### src/wdt_consts.svh
// offsets, reset values and timing figures of the watchdog monitor
`ifndef WDT_CONSTS_SVH
`define WDT_CONSTS_SVH
`define WDT_OFS_COUNT0 3'h0
`define WDT_OFS_COUNT1 3'h1
`define WDT_OFS_COUNT2 3'h2
`define WDT_OFS_CONTROL 3'h3
`define WDT_OFS_ISO_BUZZ_ON 3'h4
`define WDT_OFS_BUZZ_OFF 3'h5
`define WDT_OFS_STATUS 3'h6
`define WDT_OFS_RELOAD_TEMP 3'h7
`define WDT_CONTROL_RESET 8'h00
`define WDT_COUNT_RESET 16'h0000
`define WDT_WARN_COUNT 16'h0002
`define WDT_SYS_PERIOD_NS 40
`define WDT_SYS_CLOCK_HZ 25000000
`define WDT_COLOR_CLOCK_HZ 14318180
`define WDT_COLOR_DIVIDE 16
`define WDT_PHASE_BITS 24
`define WDT_IRQ_PULSE_NS 1000
`define WDT_PG_LOW_MS 16
`define WDT_HEARTBEAT_HZ 56000
`define WDT_FAN_WINDOW_MS 1000
`define WDT_FAN_MIN_PULSES 50
`endif

### src/wdt_pkg.sv
// types shared by the watchdog monitor files
package wdt_pkg;
  typedef enum logic [3:0] {
    WD_IDLE = 4'b0001,
    WD_ARMED = 4'b0010,
    WD_TRIP_RESET = 4'b0100,
    WD_TRIP_ALARM = 4'b1000
  } wd_state_type;

  typedef struct packed {
    logic [1:0] spare;
    logic health_irq_en;
    logic warn_irq_en;
    logic counter2_mode1;
    logic alarm_enable;
    logic alarm_action;
    logic arm;
  } control_type;

  typedef struct packed {
    logic irq_raised_n;
    logic supply_under_n;
    logic supply_over_n;
    logic fan_ok_n;
    logic iso_input_zero_state;
    logic iso_input_one_state;
    logic temperature_ok;
    logic refresh_reminder_n;
  } status_type;

  typedef struct packed {
    logic supply_over;
    logic supply_under;
    logic temp_hot;
    logic isolated_input_one;
    logic isolated_input_zero;
    logic fan_tach;
    logic [7:0] temp_code;
  } health_pins_type;

  typedef struct packed {
    logic rd_n;
    logic wr_n;
    logic host_reset;
    logic [9:0] addr;
    logic [9:0] base;
    logic [7:0] data;
    health_pins_type health;
  } pin_sample_type;
endpackage

### src/host_watchdog_health_monitor.sv
// watchdog with health monitor behind the host i/o port
`timescale 1ns/10ps
`include "wdt_consts.svh"
module host_watchdog_health_monitor #(
  parameter int PG_LOW_CYCLES = (`WDT_PG_LOW_MS * 1000000 +
    `WDT_SYS_PERIOD_NS - 1) / `WDT_SYS_PERIOD_NS,
  parameter int FAN_WINDOW_CYCLES = `WDT_FAN_WINDOW_MS *
    (1000000 / `WDT_SYS_PERIOD_NS),
  parameter int FAN_MIN_PULSES = `WDT_FAN_MIN_PULSES,
  parameter bit TEMP_PRESENT = 1'b1
) (
  input wire logic sys_clk,
  input wire logic reset,
  input wire logic [9:0] io_addr,
  input wire logic [7:0] io_data_in,
  output logic [7:0] io_data_out,
  output logic io_data_oe,
  input wire logic io_rd_n,
  input wire logic io_wr_n,
  input wire logic [9:0] base_select,
  input wire logic host_reset_in,
  input wire wdt_pkg::health_pins_type health_in,
  output logic irq_o,
  output logic irq_oe,
  output logic pwr_good_o,
  output logic pwr_good_oe,
  output logic iso_reset_out,
  output logic iso_reset_out_n,
  output logic ttl_reset,
  output logic ttl_reset_n,
  output logic heartbeat,
  output logic buzzer
);
  import wdt_pkg::*;

  localparam int IRQ_CYCLES = (`WDT_IRQ_PULSE_NS +
    `WDT_SYS_PERIOD_NS - 1) / `WDT_SYS_PERIOD_NS;
  localparam int HB_HALF_CYCLES = 1000000000 /
    (2 * `WDT_HEARTBEAT_HZ * `WDT_SYS_PERIOD_NS);
  localparam int PG_W = $clog2(PG_LOW_CYCLES + 1);
  localparam int FAN_W = $clog2(FAN_WINDOW_CYCLES + 1);
  localparam int IRQ_W = $clog2(IRQ_CYCLES + 1);
  localparam int HB_W = $clog2(HB_HALF_CYCLES + 1);
  localparam int PH = `WDT_PHASE_BITS;
  localparam logic [63:0] STEP64 =
    (64'(`WDT_COLOR_CLOCK_HZ) << PH) /
    (64'(`WDT_COLOR_DIVIDE) * 64'(`WDT_SYS_CLOCK_HZ));
  localparam logic [PH-1:0] PRESC_STEP = STEP64[PH-1:0];
  localparam pin_sample_type PINS_IDLE =
    '{rd_n: 1'b1, wr_n: 1'b1, default: '0};

  if (PG_LOW_CYCLES < 1 || FAN_WINDOW_CYCLES < 2 ||
      FAN_MIN_PULSES < 1 || FAN_MIN_PULSES > 255) begin : g_bad_params
    $error("watchdog monitor parameters out of range");
  end

  // pin sampling, two stages then an edge reference stage
  pin_sample_type raw_pins;
  pin_sample_type meta_ff;
  pin_sample_type pins_ff;
  pin_sample_type prev_ff;

  assign raw_pins = '{rd_n: io_rd_n, wr_n: io_wr_n,
                      host_reset: host_reset_in, addr: io_addr,
                      base: base_select, data: io_data_in,
                      health: health_in};

  always_ff @(posedge sys_clk) begin
    if (reset) begin
      meta_ff <= PINS_IDLE;
      pins_ff <= PINS_IDLE;
      prev_ff <= PINS_IDLE;
    end else begin
      meta_ff <= raw_pins;
      pins_ff <= meta_ff;
      prev_ff <= pins_ff;
    end
  end

  // address decode against the selected base
  logic hit;
  logic [2:0] offs;
  logic wr_evt;
  logic rd_evt;
  logic rd_active;
  control_type wr_ctrl;

  assign hit = pins_ff.addr[9:3] == pins_ff.base[9:3];
  assign offs = pins_ff.addr[2:0];
  assign wr_evt = prev_ff.wr_n && !pins_ff.wr_n && hit;
  assign rd_evt = prev_ff.rd_n && !pins_ff.rd_n && hit;
  assign rd_active = !pins_ff.rd_n && hit;
  assign wr_ctrl = control_type'(pins_ff.data);

  // control register and watchdog state
  control_type control_ff;
  wd_state_type wd_state_ff;
  wd_state_type nxt_wd_state;
  logic wd_running;
  logic ctrl_wr;
  logic arm_cmd;
  logic disarm_cmd;
  logic reload_cmd;
  logic wd_restart;
  logic timeout;
  logic warn_evt;
  logic tripped;

  assign wd_running = wd_state_ff == WD_ARMED;
  assign tripped = (wd_state_ff == WD_TRIP_RESET) ||
                   (wd_state_ff == WD_TRIP_ALARM);
  assign ctrl_wr = wr_evt && (offs == `WDT_OFS_CONTROL);
  assign arm_cmd = ctrl_wr && wr_ctrl.arm &&
                   (wd_state_ff == WD_IDLE);
  assign disarm_cmd = ctrl_wr && !wr_ctrl.arm;
  assign reload_cmd = wr_evt && wd_running &&
                      (offs == `WDT_OFS_RELOAD_TEMP);
  assign wd_restart = arm_cmd || reload_cmd;

  // prescaler: phase step from the color clock rate over sixteen
  logic [PH-1:0] phase_ff;
  logic [PH:0] phase_sum;
  logic presc_tick_ff;

  assign phase_sum = {1'b0, phase_ff} + {1'b0, PRESC_STEP};

  always_ff @(posedge sys_clk) begin
    if (reset) begin
      phase_ff <= '0;
      presc_tick_ff <= 1'b0;
    end else begin
      phase_ff <= phase_sum[PH-1:0];
      presc_tick_ff <= phase_sum[PH];
    end
  end

  // three counters with byte-paired load and read
  logic [2:0] cnt_load;
  logic [2:0] cnt_run;
  logic [2:0] cnt_tick;
  logic [2:0] cnt_term;
  logic [15:0] cnt_value [3];
  logic [7:0] rd_byte [3];

  genvar gi;
  for (gi = 0; gi < 3; gi++) begin : g_cnt
    logic wr_msb_ff;
    logic rd_msb_ff;
    logic [7:0] low_byte_ff;
    logic [15:0] prog_ff;
    logic wr_hit;
    logic rd_hit;
    logic prog_done;
    logic [15:0] load_val;

    assign wr_hit = wr_evt && (offs == 3'(gi));
    assign rd_hit = rd_evt && (offs == 3'(gi));
    assign prog_done = wr_hit && wr_msb_ff;
    assign load_val = prog_done ? {pins_ff.data, low_byte_ff} : prog_ff;

    always_ff @(posedge sys_clk) begin
      if (reset) begin
        wr_msb_ff <= 1'b0;
        rd_msb_ff <= 1'b0;
        low_byte_ff <= 8'h00;
        prog_ff <= `WDT_COUNT_RESET;
      end else begin
        if (wr_hit) begin
          wr_msb_ff <= !wr_msb_ff;
        end
        if (wr_hit && !wr_msb_ff) begin
          low_byte_ff <= pins_ff.data;
        end
        if (prog_done) begin
          prog_ff <= load_val;
        end
        if (rd_hit) begin
          rd_msb_ff <= !rd_msb_ff;
        end
      end
    end

    assign cnt_load[gi] = prog_done || ((gi < 2) && wd_restart);
    assign cnt_run[gi] = (gi == 2) ? control_ff.counter2_mode1 :
                         wd_running;
    assign rd_byte[gi] = rd_msb_ff ? cnt_value[gi][15:8] :
                         cnt_value[gi][7:0];

    if (gi == 1) begin : g_chain
      assign cnt_tick[gi] = cnt_term[0];
    end else begin : g_presc
      assign cnt_tick[gi] = presc_tick_ff;
    end

    wdt_down_counter #(
      .WIDTH(16)
    ) u_counter (
      .sys_clk(sys_clk),
      .reset(reset),
      .load(cnt_load[gi]),
      .load_value(load_val),
      .run(cnt_run[gi]),
      .tick(cnt_tick[gi]),
      .count(cnt_value[gi]),
      .terminal(cnt_term[gi])
    );
  end

  // timeout and early warning; a reload in the same cycle cancels the timeout only
  assign timeout = cnt_term[1] && wd_running && !reload_cmd;
  assign warn_evt = cnt_term[0] && wd_running &&
                    (cnt_value[1] == `WDT_WARN_COUNT);

  always_comb begin
    nxt_wd_state = wd_state_ff;
    case (wd_state_ff)
      WD_IDLE: begin
        if (arm_cmd) begin
          nxt_wd_state = WD_ARMED;
        end
      end
      WD_ARMED: begin
        if (timeout && control_ff.alarm_action) begin
          nxt_wd_state = WD_TRIP_ALARM;
        end else if (timeout) begin
          nxt_wd_state = WD_TRIP_RESET;
        end else if (disarm_cmd) begin
          nxt_wd_state = WD_IDLE;
        end
      end
      WD_TRIP_RESET, WD_TRIP_ALARM: begin
        if (pins_ff.host_reset) begin
          nxt_wd_state = WD_IDLE;
        end
      end
      default: begin
        nxt_wd_state = WD_IDLE;
      end
    endcase
  end

  always_ff @(posedge sys_clk) begin
    if (reset) begin
      wd_state_ff <= WD_IDLE;
      control_ff <= control_type'(`WDT_CONTROL_RESET);
    end else begin
      wd_state_ff <= nxt_wd_state;
      if (ctrl_wr) begin
        control_ff <= wr_ctrl;
      end
    end
  end

  // power-good pull-down for the reset action
  logic [PG_W-1:0] pg_cnt_ff;
  logic [PG_W-1:0] nxt_pg_cnt;
  logic pg_start;

  assign pg_start = timeout && !control_ff.alarm_action;
  assign nxt_pg_cnt = pg_start ? PG_W'(PG_LOW_CYCLES) :
                      (pg_cnt_ff != '0) ? pg_cnt_ff - PG_W'(1) :
                      pg_cnt_ff;

  // health inputs and fan tachometer window
  logic over_rise;
  logic under_rise;
  logic hot_rise;
  logic iso_change;
  logic tach_rise;
  logic fan_fail;
  logic win_end;
  logic [FAN_W-1:0] fan_win_ff;
  logic [7:0] fan_pulses_ff;
  logic fan_good_ff;
  logic nxt_fan_good;

  assign over_rise = pins_ff.health.supply_over &&
                     !prev_ff.health.supply_over;
  assign under_rise = pins_ff.health.supply_under &&
                      !prev_ff.health.supply_under;
  assign hot_rise = pins_ff.health.temp_hot &&
                    !prev_ff.health.temp_hot;
  assign iso_change =
    (pins_ff.health.isolated_input_one !=
     prev_ff.health.isolated_input_one) ||
    (pins_ff.health.isolated_input_zero !=
     prev_ff.health.isolated_input_zero);
  assign tach_rise = pins_ff.health.fan_tach && !prev_ff.health.fan_tach;
  assign win_end = fan_win_ff == FAN_W'(FAN_WINDOW_CYCLES - 1);
  assign nxt_fan_good = win_end ?
    (fan_pulses_ff >= 8'(FAN_MIN_PULSES)) : fan_good_ff;
  assign fan_fail = fan_good_ff && !nxt_fan_good;

  always_ff @(posedge sys_clk) begin
    if (reset) begin
      fan_win_ff <= '0;
      fan_pulses_ff <= 8'h00;
      fan_good_ff <= 1'b1;
    end else begin
      fan_good_ff <= nxt_fan_good;
      if (win_end) begin
        fan_win_ff <= '0;
        fan_pulses_ff <= 8'h00;
      end else begin
        fan_win_ff <= fan_win_ff + FAN_W'(1);
        if (tach_rise && fan_pulses_ff != 8'hFF) begin
          fan_pulses_ff <= fan_pulses_ff + 8'h01;
        end
      end
    end
  end

  // interrupt pulse and sticky status flags
  logic irq_req;
  logic [IRQ_W-1:0] irq_cnt_ff;
  logic [IRQ_W-1:0] nxt_irq_cnt;
  logic refresh_due_ff;
  logic irq_seen_ff;
  logic status_rd;

  assign irq_req = (warn_evt && control_ff.warn_irq_en) ||
                   ((over_rise || under_rise || hot_rise) &&
                    control_ff.health_irq_en) ||
                   iso_change || fan_fail;
  assign nxt_irq_cnt = (irq_req && irq_cnt_ff == '0) ?
                       IRQ_W'(IRQ_CYCLES) :
                       (irq_cnt_ff != '0) ? irq_cnt_ff - IRQ_W'(1) :
                       irq_cnt_ff;
  assign status_rd = rd_evt && (offs == `WDT_OFS_STATUS);

  always_ff @(posedge sys_clk) begin
    if (reset) begin
      irq_cnt_ff <= '0;
      refresh_due_ff <= 1'b0;
      irq_seen_ff <= 1'b0;
      pg_cnt_ff <= '0;
    end else begin
      irq_cnt_ff <= nxt_irq_cnt;
      pg_cnt_ff <= nxt_pg_cnt;
      if (warn_evt) begin
        refresh_due_ff <= 1'b1;
      end else if (wd_restart) begin
        refresh_due_ff <= 1'b0;
      end
      if (irq_req) begin
        irq_seen_ff <= 1'b1;
      end else if (status_rd) begin
        irq_seen_ff <= 1'b0;
      end
    end
  end

  // status byte
  status_type status_now;

  assign status_now.refresh_reminder_n = !refresh_due_ff;
  assign status_now.temperature_ok = !pins_ff.health.temp_hot;
  assign status_now.iso_input_one_state =
    pins_ff.health.isolated_input_one;
  assign status_now.iso_input_zero_state =
    pins_ff.health.isolated_input_zero;
  assign status_now.fan_ok_n = !fan_good_ff;
  assign status_now.supply_over_n = !pins_ff.health.supply_over;
  assign status_now.supply_under_n = !pins_ff.health.supply_under;
  assign status_now.irq_raised_n = !irq_seen_ff;

  // read data selection
  logic [7:0] rd_data;

  always_comb begin
    rd_data = 8'h00;
    if (offs == `WDT_OFS_COUNT0) begin
      rd_data = rd_byte[0];
    end else if (offs == `WDT_OFS_COUNT1) begin
      rd_data = rd_byte[1];
    end else if (offs == `WDT_OFS_COUNT2) begin
      rd_data = rd_byte[2];
    end else if (offs == `WDT_OFS_CONTROL) begin
      rd_data = control_ff;
    end else if (offs == `WDT_OFS_ISO_BUZZ_ON) begin
      rd_data = {6'h00, pins_ff.health.isolated_input_one,
                 pins_ff.health.isolated_input_zero};
    end else if (offs == `WDT_OFS_STATUS) begin
      rd_data = status_now;
    end else if (offs == `WDT_OFS_RELOAD_TEMP && TEMP_PRESENT) begin
      rd_data = pins_ff.health.temp_code;
    end
  end

  // buzzer control
  logic buzz_sw_ff;
  logic buzz_on_wr;
  logic buzz_off_wr;

  assign buzz_on_wr = wr_evt && (offs == `WDT_OFS_ISO_BUZZ_ON);
  assign buzz_off_wr = wr_evt && (offs == `WDT_OFS_BUZZ_OFF);

  // heartbeat divider
  logic [HB_W-1:0] hb_cnt_ff;
  logic hb_wrap;

  assign hb_wrap = hb_cnt_ff == HB_W'(HB_HALF_CYCLES - 1);

  // output registers
  logic [7:0] data_out_ff;
  logic data_oe_ff;
  logic irq_drive_ff;
  logic pg_drive_ff;
  logic trip_out_ff;
  logic hb_ff;
  logic buzzer_ff;

  always_ff @(posedge sys_clk) begin
    if (reset) begin
      data_out_ff <= 8'h00;
      data_oe_ff <= 1'b0;
      irq_drive_ff <= 1'b0;
      pg_drive_ff <= 1'b0;
      trip_out_ff <= 1'b0;
      hb_cnt_ff <= '0;
      hb_ff <= 1'b0;
      buzz_sw_ff <= 1'b0;
      buzzer_ff <= 1'b0;
    end else begin
      if (rd_evt) begin
        data_out_ff <= rd_data;
      end
      data_oe_ff <= rd_active;
      irq_drive_ff <= nxt_irq_cnt != '0;
      pg_drive_ff <= nxt_pg_cnt != '0;
      trip_out_ff <= tripped;
      if (!wd_running) begin
        hb_cnt_ff <= '0;
        hb_ff <= 1'b0;
      end else if (hb_wrap) begin
        hb_cnt_ff <= '0;
        hb_ff <= !hb_ff;
      end else begin
        hb_cnt_ff <= hb_cnt_ff + HB_W'(1);
      end
      if (!control_ff.counter2_mode1 || buzz_off_wr) begin
        buzz_sw_ff <= 1'b0;
      end else if (buzz_on_wr) begin
        buzz_sw_ff <= 1'b1;
      end
      buzzer_ff <= control_ff.counter2_mode1 &&
                   (buzz_sw_ff || (control_ff.alarm_enable &&
                    wd_state_ff == WD_TRIP_ALARM));
    end
  end

  assign io_data_out = data_out_ff;
  assign io_data_oe = data_oe_ff;
  assign irq_o = irq_drive_ff;
  assign irq_oe = irq_drive_ff;
  assign pwr_good_o = 1'b0 & pg_drive_ff;
  assign pwr_good_oe = pg_drive_ff;
  assign iso_reset_out = trip_out_ff;
  assign iso_reset_out_n = !trip_out_ff;
  assign ttl_reset = trip_out_ff;
  assign ttl_reset_n = !trip_out_ff;
  assign heartbeat = hb_ff;
  assign buzzer = buzzer_ff;
endmodule

### src/wdt_down_counter.sv
// reloadable down counter; a load value of zero divides by 2**WIDTH
`timescale 1ns/10ps
module wdt_down_counter #(
  parameter int WIDTH = 16
) (
  input wire logic sys_clk,
  input wire logic reset,
  input wire logic load,
  input wire logic [WIDTH-1:0] load_value,
  input wire logic run,
  input wire logic tick,
  output logic [WIDTH-1:0] count,
  output logic terminal
);
  logic [WIDTH-1:0] count_ff;
  logic [WIDTH-1:0] nxt_count;
  logic terminal_ff;
  logic step;
  logic at_end;

  if (WIDTH != 16) begin : g_bad_width
    $error("wdt_down_counter serves only 16-bit counting");
  end

  assign step = run && tick;
  assign at_end = step && (count_ff == WIDTH'(1));
  assign nxt_count = load ? load_value :
                     at_end ? load_value :
                     step ? count_ff - WIDTH'(1) : count_ff;

  always_ff @(posedge sys_clk) begin
    if (reset) begin
      count_ff <= '0;
      terminal_ff <= 1'b0;
    end else begin
      count_ff <= nxt_count;
      terminal_ff <= at_end && !load;
    end
  end

  assign count = count_ff;
  assign terminal = terminal_ff;
endmodule

### config.mk
export PLATFORM = sky130hd
export DESIGN_NAME = host_watchdog_health_monitor
export DESIGN_NICKNAME = d
export VERILOG_FILES = /design/src/wdt_pkg.sv /design/src/host_watchdog_health_monitor.sv /design/src/wdt_down_counter.sv
export VERILOG_INCLUDE_DIRS = /design/src /design/src/src
export SDC_FILE = /design/constraint.sdc
export NUM_CORES = 1
export LEC_CHECK = 0
export BUFFER_PORTS_ARGS = -buffer_cell sky130_fd_sc_hd__buf_4
export CAP_MARGIN = 40
export CORE_ASPECT_RATIO = 1.4
export CORE_MARGIN = 8
export CORE_UTILIZATION = 50
export CTS_CLUSTER_DIAMETER = 40
export DETAILED_ROUTE_END_ITERATION = 7
export PLACE_DENSITY = 0.67
export RECOVER_POWER = 50
export SYNTH_ARGS = -nofsm -noshare
export SYNTH_HDL_FRONTEND = slang
export SYNTH_HIERARCHICAL = 1
export SYNTH_SLANG_ARGS = --single-unit
### constraint.sdc
create_clock -name sys_clk -period 3.05 [get_ports sys_clk]
set_input_delay 0.305 -clock sys_clk [delete_from_list [all_inputs] [get_ports sys_clk]]
set_output_delay 0.305 -clock sys_clk [all_outputs]
set_load 0.005 [all_outputs]
==> results.md, run 1 <==
* Switching power at 0.003014 W
* Synth warn at 6
* Setup violations, final at 0
* Top Ports at 66
* Critical R2R Capture: g_cnt[2].u_counter/count[12]
* Switching Share at about a quarter
* CTS Sinks at 340
* Fillers at 2612
* # rows at 75
* Die H at 220.5 microns
* PwrDens at 664.6 nW/um^2
* Combinational Power Share at 14.4%
* Port buffer count at 61
* Nets@finish at 1747
* Post-layout min period at 2.818 ns
* Peak VDD IR at 0.5467 mV
* R2R Setup Slk at 0.23 ns
* Worst r2r src: pins_ff[29]
* Core Footprint at between 20000 and 30000 sq um
* Global route hottest layer: met2
* Setup Buffers After CTS at 0
* Clock share of power at 43.2%
* Pre-CTS WS at roughly 0.16 ns
* Hold depth at 2
* CP max FO at 16
* Clock-pin slew on the worst setup and hold paths at 0.06 ns
* Initial drt markers at 934
* Width of the die at 162.1 microns
* Final WS setup at 0.2324 ns
* Global-route wire length before repair at 55.55 mm
* Mapped Area at between 10000 and 15000 sq um
* Failing checks: max-capacitance violations, max-slew violations
* Setup TNS at 0 ns
* Drt first pass iters at 7
* Root cell of the clock tree: clkbuf_16
* Initial antenna violation count at 1
* WS Path Type: reg -> reg
* Detailed placer's ending HPWL at 22.91 mm
* Unrepaired setup endpoints after global routing: no
* Critical Path AT at 3.22 ns
* Residual DRC at 0
* Sequential share of power at 42.4%
* Via count at 11523
* Area grow syn2layout at 16.61%
* Element type at the critical path end: flop
* Full die area at approximately 36000 sq um
* Internal Power at between 0.008 and 0.009 W
* CTS tree: yes
* Synth Instances at 1596
* Worst-Margin Slew at 1.888 ns
* Final WL at 33.91 mm
* Vias per cell at 5.490
* Routed length per placed instance at ~16 microns
* WHS Endpoint: meta_ff[32]
* Fin. max-slew vios at 84
* Commonest non-fill, non-tap cell in the layout: dfxtp_1
* Status: finished with violations
* Layout cells sized above 1 at 14.99%
* Largest net degree at the start of global routing at 86
* Worst slew margin at -25.84%
* Met1 global-route usage at 21.89%
* Antenna diodes at 0
* Final hold vios at 0
* HP Class: in -> reg
* Leakage at around 6.7 nW
* H-tree depth at 2
* Total of max-cap violations at 1
* Critical path required time at 3.46 ns
* Synth Area per Inst at approximately 9.4 sq um
* Clock Tree Buf Depth at 3
* Non-filler instance count after layout at 2099
* Starting Density at 50.36%
* Worst Skew at 0.008964 ns
* Commonest non-fill, non-tap cells in the layout: dfxtp_1 (340), nor2_1 (202), nor2b_1 (135)
* Placed Cells at 1993
* Finished Cell Area at 17410 sq um
* Worst Hold Launch: io_addr[0]
* GR Overflow Total at 0
* Worst reg2reg path depth at 10
* Met3 GRT Util at 3.146%
* Fmax at ~0.35 GHz
* CTS Buf Count at 38
* Clk_lat worst skew at 0.53 ns
* Vias in the first global route at 11292
* Met2 usage at approximately a third
* Period utilisation layout at ~92%
* GP Congestion at 0.8879
* Syn_nets at 1658
* Gr usage total at 18.81%
* Startpoint Class: flop
* Antenna viol nets, final at 0
* Placed cell area at 15690 sq um
-- final cells by class --
type,instances,area [sq um],area share [%]
tap,385,481.7,2.766
multi-input combinational,1139,7518,43.18
timing repair buffer,126,1055,6.057
clock buffer,50,1120,6.431
sequential,340,6807,39.09
clock inverter,19,281.5,1.617
inverter,40,150.1,0.8623
-- layer usage --
layer | part of all wire (%) | wire [microns]
met5 | 0 | 0
met4 | 3.4 | 1164
met3 | 4.8 | 1635
met2 | 50 | 16850
met1 | 42 | 14260
-- registers in the layout (all words and copies together) (netlist names), 19 cells and up --
register and count:
pg_cnt_ff 19, fan_win_ff 25, pins_ff 31, g_cnt.u_counter/count 48
g_cnt.low_byte_ff 24, g_cnt.prog_ff 48, phase_ff 24, meta_ff 42
-- per-stage QoR --
| stage | util, % | power [W] | hold slack, ns |
|---|---|---|---|
| final | 58.72 | 0.01157 | 0.01412 |
| after detailed placement | 52.90 | 0.006620 | 0.3960 |
| after global placement | 52.88 | 0.006599 | 0.3982 |
| after CTS | 58.87 | 0.01169 | 0.004870 |
| after floorplan | - | 0.006258 | 0.3834 |
| after global routing | 58.72 | 0.01210 | 0.009032 |
-- how the worst max path moves through the flow --
stage / start / to / cells past startpoint
after floorplan: offs[0] / g_cnt[0].u_counter/count[4] / 11
after global placement: pins_ff[29] / g_cnt[0].u_counter/count[2] / 11
after detailed placement: pins_ff[29] / g_cnt[0].u_counter/count[1] / 11
after CTS: pins_ff[29] / g_cnt[0].u_counter/count[1] / 11
after global routing: pins_ff[29] / g_cnt[0].u_counter/count[1] / 11
final: pins_ff[29] / g_cnt[2].u_counter/count[12] / 10
-- power by group through the flow --
stage | registers (W) | logic [W] | clock network (W)
after global placement | 0.00499 | 0.00161 | 0
final | 0.00491 | 0.00167 | 0.00500
after global routing | 0.00494 | 0.00186 | 0.00530
after detailed placement | 0.00500 | 0.00162 | 0
after CTS | 0.00491 | 0.00167 | 0.00511
after floorplan | 0.00493 | 0.00133 | 0
-- worst max-delay path, cell delays in order, from the launching register on --
cell	delay, ns
dfxtp_1	0.31
xnor2_1	0.17
nand4_1	0.19
nor4b_2	0.36
buf_12	0.19
nand3_4	0.08
clkbuf_1	0.44
mux2_1	0.49
a22o_1	0.24
a31oi_1	0.14
a31oi_1	0.09
-- what timing repair did --
action,in CTS,in global routing
endpoints found under the setup margin,0,1
hold buffers,37,0
endpoints found under the hold margin,37,0
resized for setup,0,1
No activity file was read; power rests on OpenSTA's default activity.
==> inputs of run 2 (changes only) <==
--- a/config.mk
+++ b/config.mk
@@ -6,14 +6,13 @@
 export SDC_FILE = /design/constraint.sdc
 export NUM_CORES = 1
 export LEC_CHECK = 0
-export BUFFER_PORTS_ARGS = -buffer_cell sky130_fd_sc_hd__buf_4
 export CAP_MARGIN = 40
 export CORE_ASPECT_RATIO = 1.4
 export CORE_MARGIN = 8
 export CORE_UTILIZATION = 50
 export CTS_CLUSTER_DIAMETER = 40
 export DETAILED_ROUTE_END_ITERATION = 7
-export PLACE_DENSITY = 0.67
+export DONT_BUFFER_PORTS = 1
 export RECOVER_POWER = 50
 export SYNTH_ARGS = -nofsm -noshare
 export SYNTH_HDL_FRONTEND = slang
==> run 2 against run 1 <==
The run still ends with max-capacitance violations, max-slew violations left; combinational power barely moved; routed wire length rose by 8.6%; count of clock-buffer cells in the layout rose by 5; critical path depth rose by 1; first-iteration DRC count fell by 39%; core utilization rose by 2.9 points; sequential cell count did not move; critical endpoint unchanged; largest cell class unchanged.
==> results.md, run 2 (same netlist as run 1, synthesis figures left out) <==
* # rows at 75 (unchanged)
* Vias in the first global route at 11943 (+5.8%)
* Global-route wire length before repair at 60.35 mm (+8.6%)
* Worst slew margin at -128.4% (-100 points)
* Via count at 11812 (+2.5%)
* Detailed placer's ending HPWL at 23.81 mm (+3.9%)
* PwrDens at 654.3 nW/um^2 (-1.6%)
* Full die area at 35730 sq um (unchanged)
* Residual DRC at 0 (unchanged)
* Combinational Power Share at 14.1% (-0.3 points)
* Final WL at 36.83 mm (+8.6%)
* Final hold vios at 0 (unchanged)
* Clock Tree Buf Depth at 3 (unchanged)
* Die H at 220.5 microns (unchanged)
* Failing checks: max-capacitance violations, max-slew violations
* Unrepaired setup endpoints after global routing: yes
* Clock-pin slew on the worst setup and hold paths at 0.06 ns (about the same)
* Port buffer count at 0 (-100%)
* Sequential share of power at 41.1% (-1.3 points)
* CTS Sinks at 340 (unchanged)
* Starting Density at 50.36% (unchanged)
* Commonest non-fill, non-tap cells in the layout: dfxtp_1 (340), nor2_1 (201), dlygate4sd3_1 (147)
* Root cell of the clock tree: clkbuf_16
* Core Footprint at 29650 sq um (unchanged)
* Finished Cell Area at 18260 sq um (+4.9%)
* Initial antenna violation count at 1 (unchanged)
* Commonest non-fill, non-tap cell in the layout: dfxtp_1
* Peak VDD IR at 0.5051 mV (-7.6%)
* Setup TNS at 0 ns (unchanged)
* Gr usage total at 20.70% (+1.9 points)
* Layout cells sized above 1 at 12.63% (-2.4 points)
* Vias per cell at 5.453 (-0.66%)
* DRT met1 WL at 15.35 mm (+7.7%)
* Nets@finish at 1807 (+3.4%)
* Slowest cell delay on critical path at 0.55 ns (+0.06 ns)
* Worst path top cell family by delay: buffers and inverters
* Critical path required time at 3.48 ns (+0.02 ns)
* Wire length on met3 at 1.445 mm (-12%)
* Met2 WL at 18.80 mm (+12%)
* Switching Share at 26.90% (+0.86 points)
* Highest routed layer: met4
* Worst Skew at 0.01826 ns (+0.009295 ns)
* CP Buf/Inv Count at 3 (+1)
* CTS Buf Count at 44 (+16%)
* Largest net degree at the start of global routing at 162 (+88%)
* Period utilisation layout at 97.63% (+5.2 points)
* Critical Path AT at 3.41 ns (+0.19 ns)
* Status: finished with violations
* Antenna viol nets, final at 0 (unchanged)
* CP max FO at 13 (-3)
* Total of max-cap violations at 1 (unchanged)
* Most common cell on crit path: a31oi_1
* Worst-Margin Slew at 3.426 ns (+1.539 ns)
* Clock share of power at 44.8% (+1.6 points)
* Element type at the critical path end: flop
* WS Path Type: reg -> reg
* CP max-delay cell: dlygate4sd3_1
* Area grow syn2layout at 22.29%
* Setup violations, final at 0 (unchanged)
* CTS tree: yes
* GR Overflow Total at 0 (unchanged)
* Routed length per placed instance at 17.00 microns (+5.2%)
* Fin. max-slew vios at 162 (+93%)
* Internal Power at 0.008733 W (+2.0%)
* H-tree depth at 2 (unchanged)
* Placed cell area at 15230 sq um (-2.9%)
* Antenna diodes at 0 (unchanged)
* Top Ports at 66 (unchanged)
* HP Class: in -> reg
* Initial drt markers at 574 (-39%)
* Clk_lat worst skew at 0.55 ns (+0.02 ns)
* Fmax at 0.3358 GHz (-5.4%)
* Crit path cell chain: xnor2_1 -> nand4_1 -> nor4b_2 -> buf_12 -> nand3_4 -> inv_1 -> nor2_2 -> a22o_1 -> a31oi_1 -> a31oi_1 -> dlygate4sd3_1
* GP Congestion at 0.9029 (+1.7%)
* Post-layout min period at 2.978 ns (+0.1601 ns)
* Startpoint Class: flop
* Drt first pass iters at 5 (-2)
* Leakage at 7.201 nW (+7.8%)
* Width of the die at 162.1 microns (unchanged)
* Switching power at 0.003214 W (+6.6%)
==> run 2: cell types whose count changed in the layout (fill, tap and decap cells not counted), sizes merged <==
| cell | delta |
|---|---|
| dlygate4sd3 | +110 |
| bufinv | -2 |
| clkinv | +2 |
| buf | -36 |
| clkinvlp | +3 |
| inv | +5 |
| clkbuf | -15 |
==> run 2: what timing repair did <==
item / 4_1_cts / 5_1_grt
endpoints found under the setup margin: 0 / 6
buffers inserted: 0 / 0
endpoints found under the hold margin: 276 / 0
hold buffers: 148 / 0
resized for setup: 0 / 3
==> run 2: power groups by stage <==
stage                     Combinational, W  Sequential [W]  Clock [W]
after floorplan                    0.00133         0.00493          0
after global placement             0.00150         0.00500          0
after detailed placement           0.00152         0.00501          0
after CTS                          0.00169         0.00491    0.00548
after global routing               0.00188         0.00495    0.00566
final                              0.00168         0.00491    0.00535
==> run 2: worst paths after layout <==
path | startpoint | to | slack, ns | cells after the start
max | pins_ff[27] | g_cnt[2].u_counter/count[12] | 0.07 | 11
min | reset | g_cnt[0].u_counter/count[5] | 0.07 | 2
max reg2reg | pins_ff[27] | g_cnt[2].u_counter/count[12] | 0.07 | 11
min reg2reg | meta_ff[44] | pins_ff[44] | 0.41 | 1
==> run 2: metal layers <==
metal / up-vias / GRT usage, %
met2: 218 / 38.09
met4: 0 / 8.478
met5: - / 0
met3: 77 / 3.742
met1: 5631 / 23.09
li1: 5886 / -
==> run 2: cell type report <==
cell class	count	area, sq um
clock buffers	55	1225
clock inverters	27	331.6
fillers	2619	11390
inverters	40	150.1
multi-input cells	1139	7532
flip-flops and latches	340	6807
well taps	385	481.7
repair buffers	180	1734
==> run 2: per-stage QoR <==
stage,std cells,hold WS (ns),total power [W],utilization (%),worst slack [ns]
floorplan,1596,0.3834,0.006258,-,0.4401
global placement,1936,0.3990,0.006499,51.36,0.3691
detailed placement,1936,0.3972,0.006528,51.36,0.3730
CTS,2166,0.007504,0.01207,61.66,0.04478
global route,2166,0.03984,0.01249,61.58,-0.09397
finish,2166,0.06552,0.01195,61.58,0.07235
